`config.mk`:
```
export PLATFORM = sky130hd
export DESIGN_NAME = usp_top
export DESIGN_NICKNAME = d
export VERILOG_FILES = /design/src/rtl/usp_pkg.sv /design/src/rtl/usp_divider.sv /design/src/rtl/usp_top.sv
export VERILOG_INCLUDE_DIRS = /design/src /design/src/rtl
export SDC_FILE = /design/constraint.sdc
export NUM_CORES = 1
export LEC_CHECK = 0
export ABC_CLOCK_PERIOD_IN_PS = 3600
export BUFFER_PORTS_ARGS = -buffer_cell sky130_fd_sc_hd__buf_4
export CAP_MARGIN = 20
export CORE_UTILIZATION = 40
export DETAILED_ROUTE_END_ITERATION = 16
export SYNTH_ARGS = -nofsm -noshare
export SYNTH_HDL_FRONTEND = slang
export SYNTH_HIERARCHICAL = 1
export SYNTH_SLANG_ARGS = --single-unit
```
`constraint.sdc`:
```
create_clock -name clock -period 3.6 [get_ports clock]
set_clock_uncertainty 0.15 [all_clocks]
set_input_delay 1.08 -clock clock [delete_from_list [all_inputs] [get_ports clock]]
set_output_delay 1.08 -clock clock [all_outputs]
set_load 0.01 [all_outputs]
```
`src/rtl/usp_defines.svh`:
```
`ifndef USP_DEFINES_SVH
`define USP_DEFINES_SVH

// Register offsets
`define USP_OFF_CTRL_HIGH 8'hFC
`define USP_OFF_CTRL_LOW  8'hFD
`define USP_OFF_DATA      8'hFE
`define USP_OFF_BAUD      8'hFF

// Reset values
`define USP_RST_BYTE      8'h00
`define USP_RST_MODE      2'h0
`define USP_RST_CLKSEL    2'h0

// Control high field positions
`define USP_CH_MODE_HI    7
`define USP_CH_MODE_LO    6
`define USP_CH_MCE        5
`define USP_CH_RXEN       4
`define USP_CH_TB8        3
`define USP_CH_RB8        2

// Control low field positions
`define USP_CL_UTP        7
`define USP_CL_TX_PARITY_SENSE       6
`define USP_CL_RX_PARITY_SENSE       5
`define USP_CL_RX_PARITY_ERROR_FLAG      4
`define USP_CL_CLK_HI     3
`define USP_CL_CLK_LO     2

// Prescaler limits (count of clock cycles per source tick minus one)
`define USP_PRE_DIV8      3'h7
`define USP_PRE_DIV4      3'h3
`define USP_PRE_DIV2      3'h1
`define USP_PRE_DIV1      3'h0

// Bit timing in 16x ticks
`define USP_TICK_ZERO     4'h0
`define USP_TICK_ONE      4'h1
`define USP_TICK_MID      4'h7
`define USP_TICK_LAST     4'hF
`define USP_BIT_ZERO      3'h0
`define USP_BIT_ONE       3'h1
`define USP_BIT_LAST      3'h7

`endif

```
`src/rtl/usp_pkg.sv`:
```
`default_nettype none
package usp_pkg;

  typedef enum logic [1:0] {
    USP_MODE_SYNC  = 2'h0,
    USP_MODE_ASY8  = 2'h1,
    USP_MODE_ASY9F = 2'h2,
    USP_MODE_ASY9V = 2'h3
  } usp_mode_t;

  // Gray codes along idle, start, data, ninth, stop
  typedef enum logic [2:0] {
    USP_ST_IDLE  = 3'h0,
    USP_ST_START = 3'h1,
    USP_ST_DATA  = 3'h3,
    USP_ST_NINTH = 3'h2,
    USP_ST_STOP  = 3'h6
  } usp_state_t;

endpackage
`default_nettype wire

```
`src/rtl/usp_divider.sv`:
```
`include "usp_defines.svh"
`default_nettype none
module usp_divider #(
  parameter int W = 8
) (
  input  wire logic         clock,
  input  wire logic         rst,
  input  wire logic         ce,
  input  wire logic         en,
  input  wire logic [W-1:0] limit,
  output logic              tick
);

  logic [W-1:0] cnt_r;

  assign tick = ce && en && (cnt_r >= limit);

  always_ff @(posedge clock) begin
    if (rst) begin
      cnt_r <= '0;
    end else if (ce && en) begin
      if (cnt_r >= limit) begin
        cnt_r <= '0;
      end else begin
        cnt_r <= cnt_r + W'(1);
      end
    end
  end

endmodule
`default_nettype wire

```
`src/rtl/usp_top.sv`:
```
// Functional notes
// - Two-bit mode field: sync, 8-bit async, 9-bit at clock/16, 9-bit programmable.
// - Sync mode is clock master, half-duplex, rate source/(16*(divisor+1)).
// - 8-bit async mode uses programmable rate and no parity bit.
// - Programmable rates use the prescaled source clock, not raw clock.
// - Source clock select: 00 /8, 01 /4, 10 /2, 11 /1.
// - 9-bit with filter: receive request only when ninth bit is 1.
// - 8-bit async with filter: receive request only on valid stop bit.
// - Ninth tx bit from control, ninth rx bit captured; unused outside 9-bit.
// - Async reception only while receive enable is 1; sync receive needs it to start, then ignores it.
// - Parity autogen makes ninth bit parity; sense 0 even, 1 odd.
// - 9-bit receive checks ninth bit as parity; sense 0 even, 1 odd.
// - Parity mismatch sets parity error flag; it holds its value until software writes control low.
// - Separate tx and rx buffers at one address: write tx, read rx.
// - Sync mode: data on rx pin, shift clock on tx pin, 8 bits LSB first.
// - 8-bit async frame: start 0, eight data LSB first, stop 1.
// - 9-bit frame: start, eight data, ninth bit, stop; stop ignored on receive.
// - 9-bit receive writes ninth bit to status at frame end.
//
// The address-and-strobe port is this design's own decision.
`include "usp_defines.svh"
`default_nettype none
module usp_top
  import usp_pkg::*;
(
  input  wire logic       clock,
  input  wire logic       rst,
  input  wire logic       ce,
  input  wire logic [7:0] addr,
  input  wire logic [7:0] wdata,
  input  wire logic       wr,
  input  wire logic       rd,
  output logic      [7:0] rdata,
  input  wire logic       rxd_in,
  output logic            rxd_out,
  output logic            rxd_oe,
  output logic            txd,
  output logic            tx_irq,
  output logic            rx_irq
);

  usp_mode_t  mode_r;
  logic       mce_r;
  logic       rxen_r;
  logic       tb8_r;
  logic       rb8_r;
  logic       utp_r;
  logic       tx_parity_sense_r;
  logic       rx_parity_sense_r;
  logic       rx_parity_error_flag_r;
  logic [1:0] clksel_r;
  logic [7:0] baud_r;
  logic [7:0] txbuf_r;
  logic [7:0] rxbuf_r;
  logic [7:0] rdata_r;

  logic       wr_high;
  logic       wr_low;
  logic       wr_data;
  logic       wr_baud;

  assign wr_high = wr && (addr == `USP_OFF_CTRL_HIGH);
  assign wr_low  = wr && (addr == `USP_OFF_CTRL_LOW);
  assign wr_data = wr && (addr == `USP_OFF_DATA);
  assign wr_baud = wr && (addr == `USP_OFF_BAUD);

  // Clock generation
  logic [2:0] pre_limit;
  logic       src_tick;
  logic       baud_tick;
  logic       tick16;
  logic       nine;

  always_comb begin
    case (clksel_r)
      2'h0:    pre_limit = `USP_PRE_DIV8;
      2'h1:    pre_limit = `USP_PRE_DIV4;
      2'h2:    pre_limit = `USP_PRE_DIV2;
      default: pre_limit = `USP_PRE_DIV1;
    endcase
  end

  usp_divider #(.W(3)) u_prescale (
    .clock (clock),
    .rst   (rst),
    .ce    (ce),
    .en    (1'b1),
    .limit (pre_limit),
    .tick  (src_tick)
  );

  usp_divider #(.W(8)) u_baud (
    .clock (clock),
    .rst   (rst),
    .ce    (ce),
    .en    (src_tick),
    .limit (baud_r),
    .tick  (baud_tick)
  );

  // Fixed-rate 9-bit mode counts raw clock; others use the divided source
  assign tick16 = (mode_r == USP_MODE_ASY9F) ? ce : baud_tick;
  assign nine   = mode_r[1];

  // Transmit and synchronous engine
  usp_state_t tx_state_r;
  logic [3:0] tx_phase_r;
  logic [2:0] tx_cnt_r;
  logic [7:0] tx_sh_r;
  logic       tx_ninth_r;
  logic       sync_rx_r;
  logic       tx_bit_end;
  logic       tx_start;
  logic       sync_rx_go;
  logic       tx_done;
  logic       sync_rx_done;
  logic       txd_r;
  logic       rxd_oe_r;

  assign tx_bit_end = tick16 && (tx_phase_r == `USP_TICK_LAST);
  assign tx_start   = wr_data && (tx_state_r == USP_ST_IDLE);
  assign sync_rx_go = wr_high && wdata[`USP_CH_RXEN] && (tx_state_r == USP_ST_IDLE)
                      && (wdata[`USP_CH_MODE_HI:`USP_CH_MODE_LO] == USP_MODE_SYNC);
  assign tx_done      = ce && tx_bit_end && !sync_rx_r && ((tx_state_r == USP_ST_STOP)
                        || (mode_r == USP_MODE_SYNC && tx_state_r == USP_ST_DATA
                        && tx_cnt_r == `USP_BIT_LAST));
  assign sync_rx_done = ce && tx_bit_end && sync_rx_r && tx_state_r == USP_ST_DATA
                        && tx_cnt_r == `USP_BIT_LAST;

  always_ff @(posedge clock) begin
    if (rst) begin
      tx_state_r <= USP_ST_IDLE;
      tx_phase_r <= `USP_TICK_ZERO;
      tx_cnt_r   <= `USP_BIT_ZERO;
      tx_sh_r    <= `USP_RST_BYTE;
      tx_ninth_r <= 1'b0;
      sync_rx_r  <= 1'b0;
    end else if (ce) begin
      if (tx_state_r != USP_ST_IDLE && tick16) begin
        tx_phase_r <= tx_phase_r + `USP_TICK_ONE;
      end
      case (tx_state_r)
        USP_ST_IDLE: begin
          tx_phase_r <= `USP_TICK_ZERO;
          tx_cnt_r   <= `USP_BIT_ZERO;
          if (tx_start) begin
            tx_sh_r    <= wdata;
            sync_rx_r  <= 1'b0;
            tx_ninth_r <= utp_r ? ((^wdata) ^ tx_parity_sense_r) : tb8_r;
            tx_state_r <= (mode_r == USP_MODE_SYNC) ? USP_ST_DATA : USP_ST_START;
          end else if (sync_rx_go) begin
            sync_rx_r  <= 1'b1;
            tx_state_r <= USP_ST_DATA;
          end
        end
        USP_ST_START: begin
          if (tx_bit_end) begin
            tx_state_r <= USP_ST_DATA;
          end
        end
        USP_ST_DATA: begin
          if (tx_bit_end) begin
            tx_cnt_r <= tx_cnt_r + `USP_BIT_ONE;
            tx_sh_r  <= {sync_rx_r ? rxd_in : 1'b0, tx_sh_r[7:1]};
            if (tx_cnt_r == `USP_BIT_LAST) begin
              if (mode_r == USP_MODE_SYNC) begin
                tx_state_r <= USP_ST_IDLE;
              end else begin
                tx_state_r <= nine ? USP_ST_NINTH : USP_ST_STOP;
              end
            end
          end
        end
        USP_ST_NINTH: begin
          if (tx_bit_end) begin
            tx_state_r <= USP_ST_STOP;
          end
        end
        USP_ST_STOP: begin
          if (tx_bit_end) begin
            tx_state_r <= USP_ST_IDLE;
          end
        end
        default: begin
          tx_state_r <= USP_ST_IDLE;
        end
      endcase
    end
  end

  // Pin drivers
  always_ff @(posedge clock) begin
    if (rst) begin
      txd_r    <= 1'b1;
      rxd_oe_r <= 1'b0;
    end else if (ce) begin
      rxd_oe_r <= (mode_r == USP_MODE_SYNC) && (tx_state_r == USP_ST_DATA) && !sync_rx_r;
      if (mode_r == USP_MODE_SYNC) begin
        txd_r <= (tx_state_r == USP_ST_DATA) ? tx_phase_r[3] : 1'b1;
      end else begin
        case (tx_state_r)
          USP_ST_START: txd_r <= 1'b0;
          USP_ST_DATA:  txd_r <= tx_sh_r[0];
          USP_ST_NINTH: txd_r <= tx_ninth_r;
          default:      txd_r <= 1'b1;
        endcase
      end
    end
  end

  assign txd     = txd_r;
  assign rxd_out = tx_sh_r[0];
  assign rxd_oe  = rxd_oe_r;

  // Asynchronous receiver
  usp_state_t rx_state_r;
  logic [3:0] rx_phase_r;
  logic [2:0] rx_cnt_r;
  logic [7:0] rx_sh_r;
  logic       rx_ninth_r;
  logic       rx_mid;
  logic       rx_done;
  logic       rx_accept;
  logic       rx_perr;

  assign rx_mid    = tick16 && (rx_phase_r == `USP_TICK_MID);
  assign rx_done   = ce && rx_mid && (rx_state_r == USP_ST_STOP) && rxen_r;
  assign rx_accept = !mce_r || (nine ? rx_ninth_r : rxd_in);
  assign rx_perr   = nine && (((^rx_sh_r) ^ rx_ninth_r) != rx_parity_sense_r);

  always_ff @(posedge clock) begin
    if (rst) begin
      rx_state_r <= USP_ST_IDLE;
      rx_phase_r <= `USP_TICK_ZERO;
      rx_cnt_r   <= `USP_BIT_ZERO;
      rx_sh_r    <= `USP_RST_BYTE;
      rx_ninth_r <= 1'b0;
    end else if (ce) begin
      if (tick16) begin
        rx_phase_r <= rx_phase_r + `USP_TICK_ONE;
      end
      if (!rxen_r || mode_r == USP_MODE_SYNC) begin
        rx_state_r <= USP_ST_IDLE;
      end else begin
        case (rx_state_r)
          USP_ST_IDLE: begin
            rx_cnt_r <= `USP_BIT_ZERO;
            if (tick16 && !rxd_in) begin
              rx_phase_r <= `USP_TICK_ONE;
              rx_state_r <= USP_ST_START;
            end
          end
          USP_ST_START: begin
            if (rx_mid) begin
              rx_state_r <= rxd_in ? USP_ST_IDLE : USP_ST_DATA;
            end
          end
          USP_ST_DATA: begin
            if (rx_mid) begin
              rx_sh_r  <= {rxd_in, rx_sh_r[7:1]};
              rx_cnt_r <= rx_cnt_r + `USP_BIT_ONE;
              if (rx_cnt_r == `USP_BIT_LAST) begin
                rx_state_r <= nine ? USP_ST_NINTH : USP_ST_STOP;
              end
            end
          end
          USP_ST_NINTH: begin
            if (rx_mid) begin
              rx_ninth_r <= rxd_in;
              rx_state_r <= USP_ST_STOP;
            end
          end
          USP_ST_STOP: begin
            if (rx_mid) begin
              rx_state_r <= USP_ST_IDLE;
            end
          end
          default: begin
            rx_state_r <= USP_ST_IDLE;
          end
        endcase
      end
    end
  end

  // Completion requests
  always_ff @(posedge clock) begin
    if (rst) begin
      tx_irq <= 1'b0;
      rx_irq <= 1'b0;
    end else if (ce) begin
      tx_irq <= tx_done;
      rx_irq <= sync_rx_done || (rx_done && rx_accept);
    end else begin
      tx_irq <= 1'b0;
      rx_irq <= 1'b0;
    end
  end

  // Data buffers
  always_ff @(posedge clock) begin
    if (rst) begin
      txbuf_r <= `USP_RST_BYTE;
      rxbuf_r <= `USP_RST_BYTE;
    end else if (ce) begin
      if (wr_data) begin
        txbuf_r <= wdata;
      end
      if (sync_rx_done) begin
        rxbuf_r <= {rxd_in, tx_sh_r[7:1]};
      end else if (rx_done) begin
        rxbuf_r <= rx_sh_r;
      end
    end
  end

  // Control registers
  always_ff @(posedge clock) begin
    if (rst) begin
      mode_r   <= usp_mode_t'(`USP_RST_MODE);
      mce_r    <= 1'b0;
      rxen_r   <= 1'b0;
      tb8_r    <= 1'b0;
      utp_r    <= 1'b0;
      tx_parity_sense_r   <= 1'b0;
      rx_parity_sense_r   <= 1'b0;
      clksel_r <= `USP_RST_CLKSEL;
      baud_r   <= `USP_RST_BYTE;
    end else if (ce) begin
      if (wr_high) begin
        mode_r <= usp_mode_t'(wdata[`USP_CH_MODE_HI:`USP_CH_MODE_LO]);
        mce_r  <= wdata[`USP_CH_MCE];
        rxen_r <= wdata[`USP_CH_RXEN];
        tb8_r  <= wdata[`USP_CH_TB8];
      end
      if (wr_low) begin
        utp_r    <= wdata[`USP_CL_UTP];
        tx_parity_sense_r   <= wdata[`USP_CL_TX_PARITY_SENSE];
        rx_parity_sense_r   <= wdata[`USP_CL_RX_PARITY_SENSE];
        clksel_r <= wdata[`USP_CL_CLK_HI:`USP_CL_CLK_LO];
      end
      if (wr_baud) begin
        baud_r <= wdata;
      end
    end
  end

  // Status bits: hardware capture wins over a same-cycle write
  always_ff @(posedge clock) begin
    if (rst) begin
      rb8_r   <= 1'b0;
      rx_parity_error_flag_r <= 1'b0;
    end else if (ce) begin
      if (wr_high) begin
        rb8_r <= wdata[`USP_CH_RB8];
      end
      if (wr_low) begin
        rx_parity_error_flag_r <= wdata[`USP_CL_RX_PARITY_ERROR_FLAG];
      end
      if (rx_done && nine) begin
        rb8_r <= rx_ninth_r;
      end
      if (rx_done && rx_perr) begin
        rx_parity_error_flag_r <= 1'b1;
      end
    end
  end

  // Read port
  always_ff @(posedge clock) begin
    if (rst) begin
      rdata_r <= `USP_RST_BYTE;
    end else if (ce) begin
      rdata_r <= `USP_RST_BYTE;
      if (rd) begin
        case (addr)
          `USP_OFF_CTRL_HIGH: rdata_r <= {mode_r, mce_r, rxen_r, tb8_r, rb8_r, 2'h0};
          `USP_OFF_CTRL_LOW:  rdata_r <= {utp_r, tx_parity_sense_r, rx_parity_sense_r, rx_parity_error_flag_r, clksel_r, 2'h0};
          `USP_OFF_DATA:      rdata_r <= rxbuf_r;
          `USP_OFF_BAUD:      rdata_r <= baud_r;
          default:            rdata_r <= `USP_RST_BYTE;
        endcase
      end
    end
  end

  assign rdata = rdata_r;

endmodule
`default_nettype wire

```
After elaboration in Yosys (flattened, before gate mapping)

Cells that the tools add are included.

Register bits: 90
Input port bits: 22
Output and inout port bits: 13
Word-level logic and storage cells: 200

Add/subtract/negate cells: 6
Order comparisons: 2
Equality and inequality tests: 34
Mux-type cells: 53
Bitwise logic cells: 4
Reductions and logical operators: 71

Operator list:

| cell                  | count |
|---|---|
| $mux W3               | 19 |
| $mux W8               | 6 |
| $eq A8 B8 Y1 const B  | 4 |
| $pmux W8 S4           | 1 |
| $logic_and A1 B1 Y1   | 31 |
| $pmux W3 S5           | 2 |
| $mux W4               | 6 |
| $ne A3 B3 Y1 const B  | 6 |
| $pmux W8 S2           | 1 |
| $reduce_and A4 Y1     | 4 |
| $reduce_xor A8 Y1     | 2 |
| $reduce_and A2 Y1     | 7 |
| $reduce_and A7 Y1     | 2 |
| $reduce_bool A2 Y1    | 7 |
| $eq A3 B2 Y1 const B  | 4 |
| $eq A3 B3 Y1 const B  | 4 |
| $mux W1               | 12 |
| $ne A2 B2 Y1 const B  | 6 |
| $pmux W3 S2           | 2 |
| $add A3 B1 Y3 const B | 3 |
| $pmux W3 S3           | 1 |
| $reduce_and A3 Y1     | 3 |
| $add A4 B1 Y4 const B | 2 |
| $add A8 B1 Y8 const B | 1 |
| other kinds (20)      | 34 |

Logic depth before layout (Yosys ltp)

Depth in word-level cells: 14
Gate-level depth with buffers: 17
Mapped depth without buffers: 14

By module

The synthesis kept the hierarchy.

By module, submodules not included:

| module                   | times used | cells an instance | area an instance (sq um) | seq. area each (sq um) |
|---|---|---|---|---|
| usp_top                  | 1          | 443               | 4140.2                   | 1581.5 |
| usp_divider (u_baud)     | 1          | 61                | 545.5                    | 160.2 |
| usp_divider (u_prescale) | 1          | 30                | 244.0                    | 60.1 |

Worst setup path after synthesis

No wires, ideal clock.

Path type: input port to flip-flop
From: input port ce
To: register rxbuf_r[1]
Setup time: 134 ps
Arrival: 2944 ps
Required time: 3316 ps
Path slack: 371 ps
Stages: 12
Path buffers: 2
Path through: nand2_1 > nor2_1 > and2_1 > clkbuf_2 > o2111a_1 > a22o_2 > inv_1 > a2111oi_4 > nand3_2 > buf_4 > nor2_1 > a211oi_2

Longest elaborated chain between the ends: 11

Ends and longest elaborated chain:

| element                              | line              | RTL |
|---|---|---|
| start: declaration                   | usp_top.sv:28     | `input wire logic ce,` |
| $logic_and A1 B1 Y1 *                | usp_divider.sv:16 | `assign tick = ce && en && (cnt_r >= limit);` |
| named net src_tick                   | usp_top.sv:69     | `logic src_tick;` |
| $logic_and A1 B1 Y1 * (2 in a row)   | usp_divider.sv:16 |  |
| named net baud_tick                  | usp_top.sv:70     | `logic baud_tick;` |
| $mux W1 *                            | usp_top.sv:102    | `assign tick16 = (mode_r == USP_MODE_ASY9F) ? ce : baud_tick;` |
| $logic_and A1 B1 Y1                  | usp_top.sv:120    | `` assign tx_bit_end = tick16 && (tx_phase_r == `USP_TICK_LAST); `` |
| $logic_and A1 B1 Y1 (3 in a row)     | usp_top.sv:127    | `assign sync_rx_done = ce && tx_bit_end && sync_rx_r && tx_state_r == USP_ST_DATA` |
| $logic_and A1 B1 Y1 (no source line) | n/a               |  |
| $reduce_bool A2 Y1 (no source line)  | n/a               |  |
| $reduce_and A2 Y1 (no source line)   | n/a               |  |
| end signal: assignment               | usp_top.sv:304    | `` rxbuf_r <= `USP_RST_BYTE; `` |
| end signal: assignment               | usp_top.sv:310    | `rxbuf_r <= {rxd_in, tx_sh_r[7:1]};` |
| end signal: assignment               | usp_top.sv:312    | `rxbuf_r <= rx_sh_r;` |
| end: declaration                     | usp_top.sv:54     | `logic [7:0] rxbuf_r;` |

The timed path passes the listed nets; every way through them passes the cells marked *.
A chain may end at the register's enable or synchronous reset.

Worst setup path after layout

From: register clksel_r[1]
To: register rx_state_r[1]

Longest elaborated chain between the ends: 10

Ends and longest elaborated chain:

| element                                                       | line                           | RTL |
|---|---|---|
| start: declaration                                            | usp_top.sv:51                  | `logic [1:0] clksel_r;` |
| start signal: assignment                                      | usp_top.sv:327                 | `` clksel_r <= `USP_RST_CLKSEL; `` |
| start signal: assignment                                      | usp_top.sv:340                 | `` clksel_r <= wdata[`USP_CL_CLK_HI:`USP_CL_CLK_LO]; `` |
| $eq A2 B2 Y1, or another cell as far along                    | usp_top.sv:75                  | `case (clksel_r)` |
| $pmux W3 S3 *                                                 | usp_top.sv:75                  |  |
| named net pre_limit[0]                                        | usp_top.sv:68                  | `logic [2:0] pre_limit;` |
| $ge A3 B3 Y1 *                                                | usp_divider.sv:16              |  |
| $logic_and A1 B1 Y1 *                                         | usp_divider.sv:16              |  |
| named net src_tick                                            | usp_top.sv:69                  |  |
| $logic_and A1 B1 Y1 * (2 in a row)                            | usp_divider.sv:16              |  |
| named net baud_tick                                           | usp_top.sv:70                  |  |
| $mux W1 *                                                     | usp_top.sv:102                 |  |
| $logic_and A1 B1 Y1 (on tied branches)                        | usp_top.sv:248, usp_top.sv:226 |  |
| $ne A3 B3 Y1 (no source line) or $ne A3 B2 Y1 (tied branches) | n/a                            |  |
| $reduce_and A7 Y1 (no source line) *                          | n/a                            |  |
| end signal: assignment                                        | usp_top.sv:255                 | `rx_state_r <= rxd_in ? USP_ST_IDLE : USP_ST_DATA;` |
| end signal: assignment                                        | usp_top.sv:263                 | `rx_state_r <= nine ? USP_ST_NINTH : USP_ST_STOP;` |
| end: declaration                                              | usp_top.sv:216                 | `usp_state_t rx_state_r;` |

Marks and branches as above.

==> impl_metrics.ini <==
[die]
die_area_um2 = 12800
start_util = 0.410
die_x_um = 113
core-area_um2 = 12000
fp.dieH_um = 113
io_pins = 35
rows = 40

[synth]
synth_edf_count = 0
yosys.area.top_type = dfxtp_1
synth_area_um2 = 4930
synthFlopType = dfxtp_1
synthDistinctLibCells = 70
yosysSeqAreaShare = 0.365
synth.avg_cell_area_um2 = 9.23
synth_warnings = 6
synth-seq-cells = 90
synth_area_leaders = dfxtp_1, mux2i_1, nor2_1
synthArstFlopShare = 0
synth_top_cell_area_share = 0.365
syn_inst = 534

[power_and_ir_drop]
p_int_w = 0.00167
ir_drop_v = 0.000329
clockPowerShare = 0.481
power_leakage_nw = 2.24
seqPwrFrac = 0.465
p_per_area_nw_per_um2 = 381
combPwrFrac = 0.054
p_switching_w = 0.000479
swShare = 0.223
power_w = 0.00215

[sta]
period_needed_ns = 3.34
period_share = 0.929
fmax_mhz = 299
rsz0062_at_grt = no
max_slew_margin = 0.485
setup-tns-final_ns = 0
worst_pin_slew_ns = 0.766
drv_slew = 0
setup_violations = 0
hold_viol = 0

[clock_network]
htree_levels = 3
root_buffer = clkbuf_16
postCtsSetupBuffers = 0
tritoncts = yes
clk_pin_slew_worst_paths_ns = 0.07
cts_sinks = 90
clk_path_buf_depth = 2
numCtsBuffers = 9
clock_latency_ns = 0.35

[drt]
wl_per_cell_um = 16.6
drtPass1Iterations = 4
drt_iter0_markers = 216
viasPerCell = 5.56
drt_wl_total_um = 11900
vias = 3997
drcViolationCount = 0
detail-route-antenna-nets = 0

[final_layout]
area_growth_pct = 14.4
stdcell_area_um2 = 5640
num_antenna_cells = 0
most-common-layout-cells = dfxtp_1, nor2_1, mux2i_1, buf_4, a21oi_1
drive_above_1_share = 0.170
final_common_cell = dfxtp_1
nets = 609
final_util = 0.469

[setup_path]
worstPathRequired_ns = 3.73
crit_path_max_fanout = 5
crit_arrival_ns = 3.47
critPathCaptureType = register
cp-start-kind = register
critPathKind = register to register

[global_routing]
grt_pass1_vias = 3811
overflow = 0
antenna_found_initial = 0
track_usage = 0.197
grt_max_degree = 63
grt_pass1_wl_um = 19600

[outcome]
status = finished, final reports clean

[placement]
io_buffers = 34
placed_cell_area_um2 = 5310
place_congestion = 0.858
hpwl_um = 8730

[flow_run]
maxCapViolCount = 0

[min_path]
min_path_type = register to register
[synthesized netlist by cell type (2+ instances only)]
cell / n
dfxtp_1: 90
nor2_1: 67
mux2i_1: 51
a21oi_1: 38
nand2_1: 36
ha_1: 20
inv_1: 18
xnor2_1: 17
nand3_1: 16
nand4_1: 13
nor3_1: 12
a211oi_1: 10
clkbuf_1: 10
xor2_1: 10
a211oi_2: 9
o21ai_0: 9
buf_2: 8
nor2b_1: 6
nor4_1: 6
and2_1: 5
mux4_2: 5
nand2b_1: 5
nand3b_1: 5
and3_1: 4
buf_4: 4
o2111ai_1: 3
o211ai_1: 3
a2111oi_4: 2
a211o_1: 2
a21o_1: 2
a31oi_1: 2
clkbuf_8: 2
mux2_2: 2
nor3b_1: 2
o21a_1: 2
o21ai_2: 2
o21bai_1: 2
or2_2: 2
[registers in the layout, indices dropped and copies added (netlist names), 4 cells and up]
register / cells
tx_phase_r: 4
baud_r: 8
u_baud/cnt_r: 8
rx_phase_r: 4
rdata: 8
tx_sh_r: 8
rx_sh_r: 8
rxbuf_r: 8
[power by group through the flow]
| stage | clock, W | sequential [W] | combinational [W] |
|---|---|---|---|
| 6_report | 0.00103 | 0.000999 | 0.000116 |
| 5_1_grt | 0.00110 | 0.000999 | 0.000126 |
| 4_1_cts | 0.00105 | 0.000999 | 0.000116 |
| 3_5_place_dp | 0 | 0.00102 | 0.000115 |
| 3_3_place_gp | 0 | 0.00102 | 0.000113 |
| 2_1_floorplan | 0 | 0.00102 | 0.0000681 |
[worst max-delay path, stage by stage, from the launching register on]
cell       delay [ns]
dfxtp_1          0.42
nand2_1          0.08
ha_1             0.27
and2b_2          0.24
o21a_1           0.21
nor2_1           0.12
and2_1           0.17
o2111a_1         0.22
a22o_2           0.22
inv_1            0.12
mux2i_2          0.23
a21oi_1          0.14
a2111oi_4        0.46
mux2i_1          0.23
[what timing repair did]
action / in CTS / in global routing
setup endpoints to repair: 0 / 3
hold buffers: 0 / 0
hold endpoints to repair: 0 / 0
resized for setup: 0 / 1
[through the flow]
stage	hold WS, ns	instances	setup slack (ns)
5_1_grt	0.326	719	0.0497
4_1_cts	0.311	719	0.203
6_report	0.306	719	0.257
3_5_place_dp	0.303	703	0.117
2_1_floorplan	0.287	537	0.371
3_3_place_gp	0.296	703	0.248
[cells by family (layout without fill, tap and decap cells)]
kind of cell,Yosys count,after routing,share of synthesized area
simple gates,194,194,0.202
compound gates,96,96,0.144
flops,90,90,0.365
mux,59,59,0.136
buf+inv,46,81,0.0477
xor+xnor,28,28,0.0525
fa+ha+maj,20,20,0.0508
other cells,1,4,0.000761
[final timing paths]
path	start	end	slack, ns	cells after the start
max	clksel_r[1]	rx_state_r[1]	0.26	13
min	rdata[7]	rdata[7]	0.31	2
max reg2reg	clksel_r[1]	rx_state_r[1]	0.26	13
min reg2reg	rdata[7]	rdata[7]	0.31	2
[final cells by class]
type | instances | area [um2]
Timing Repair Buffer | 46 | 345
Clock inverter | 6 | 90.1
Clock buffer | 10 | 239
Sequential cell | 90 | 1800
Inverter | 19 | 71.3
Tap cell | 147 | 184
Multi-Input combinational cell | 401 | 2910
Fill cell | 1179 | 6370
[routing by layer]
metal	track usage	routed length, um
met1	0.273	5830
met2	0.304	5490
met3	0.0386	359
met4	0.0693	231
met5	0	0
Note: power is estimated with default switching activity, not from simulation.
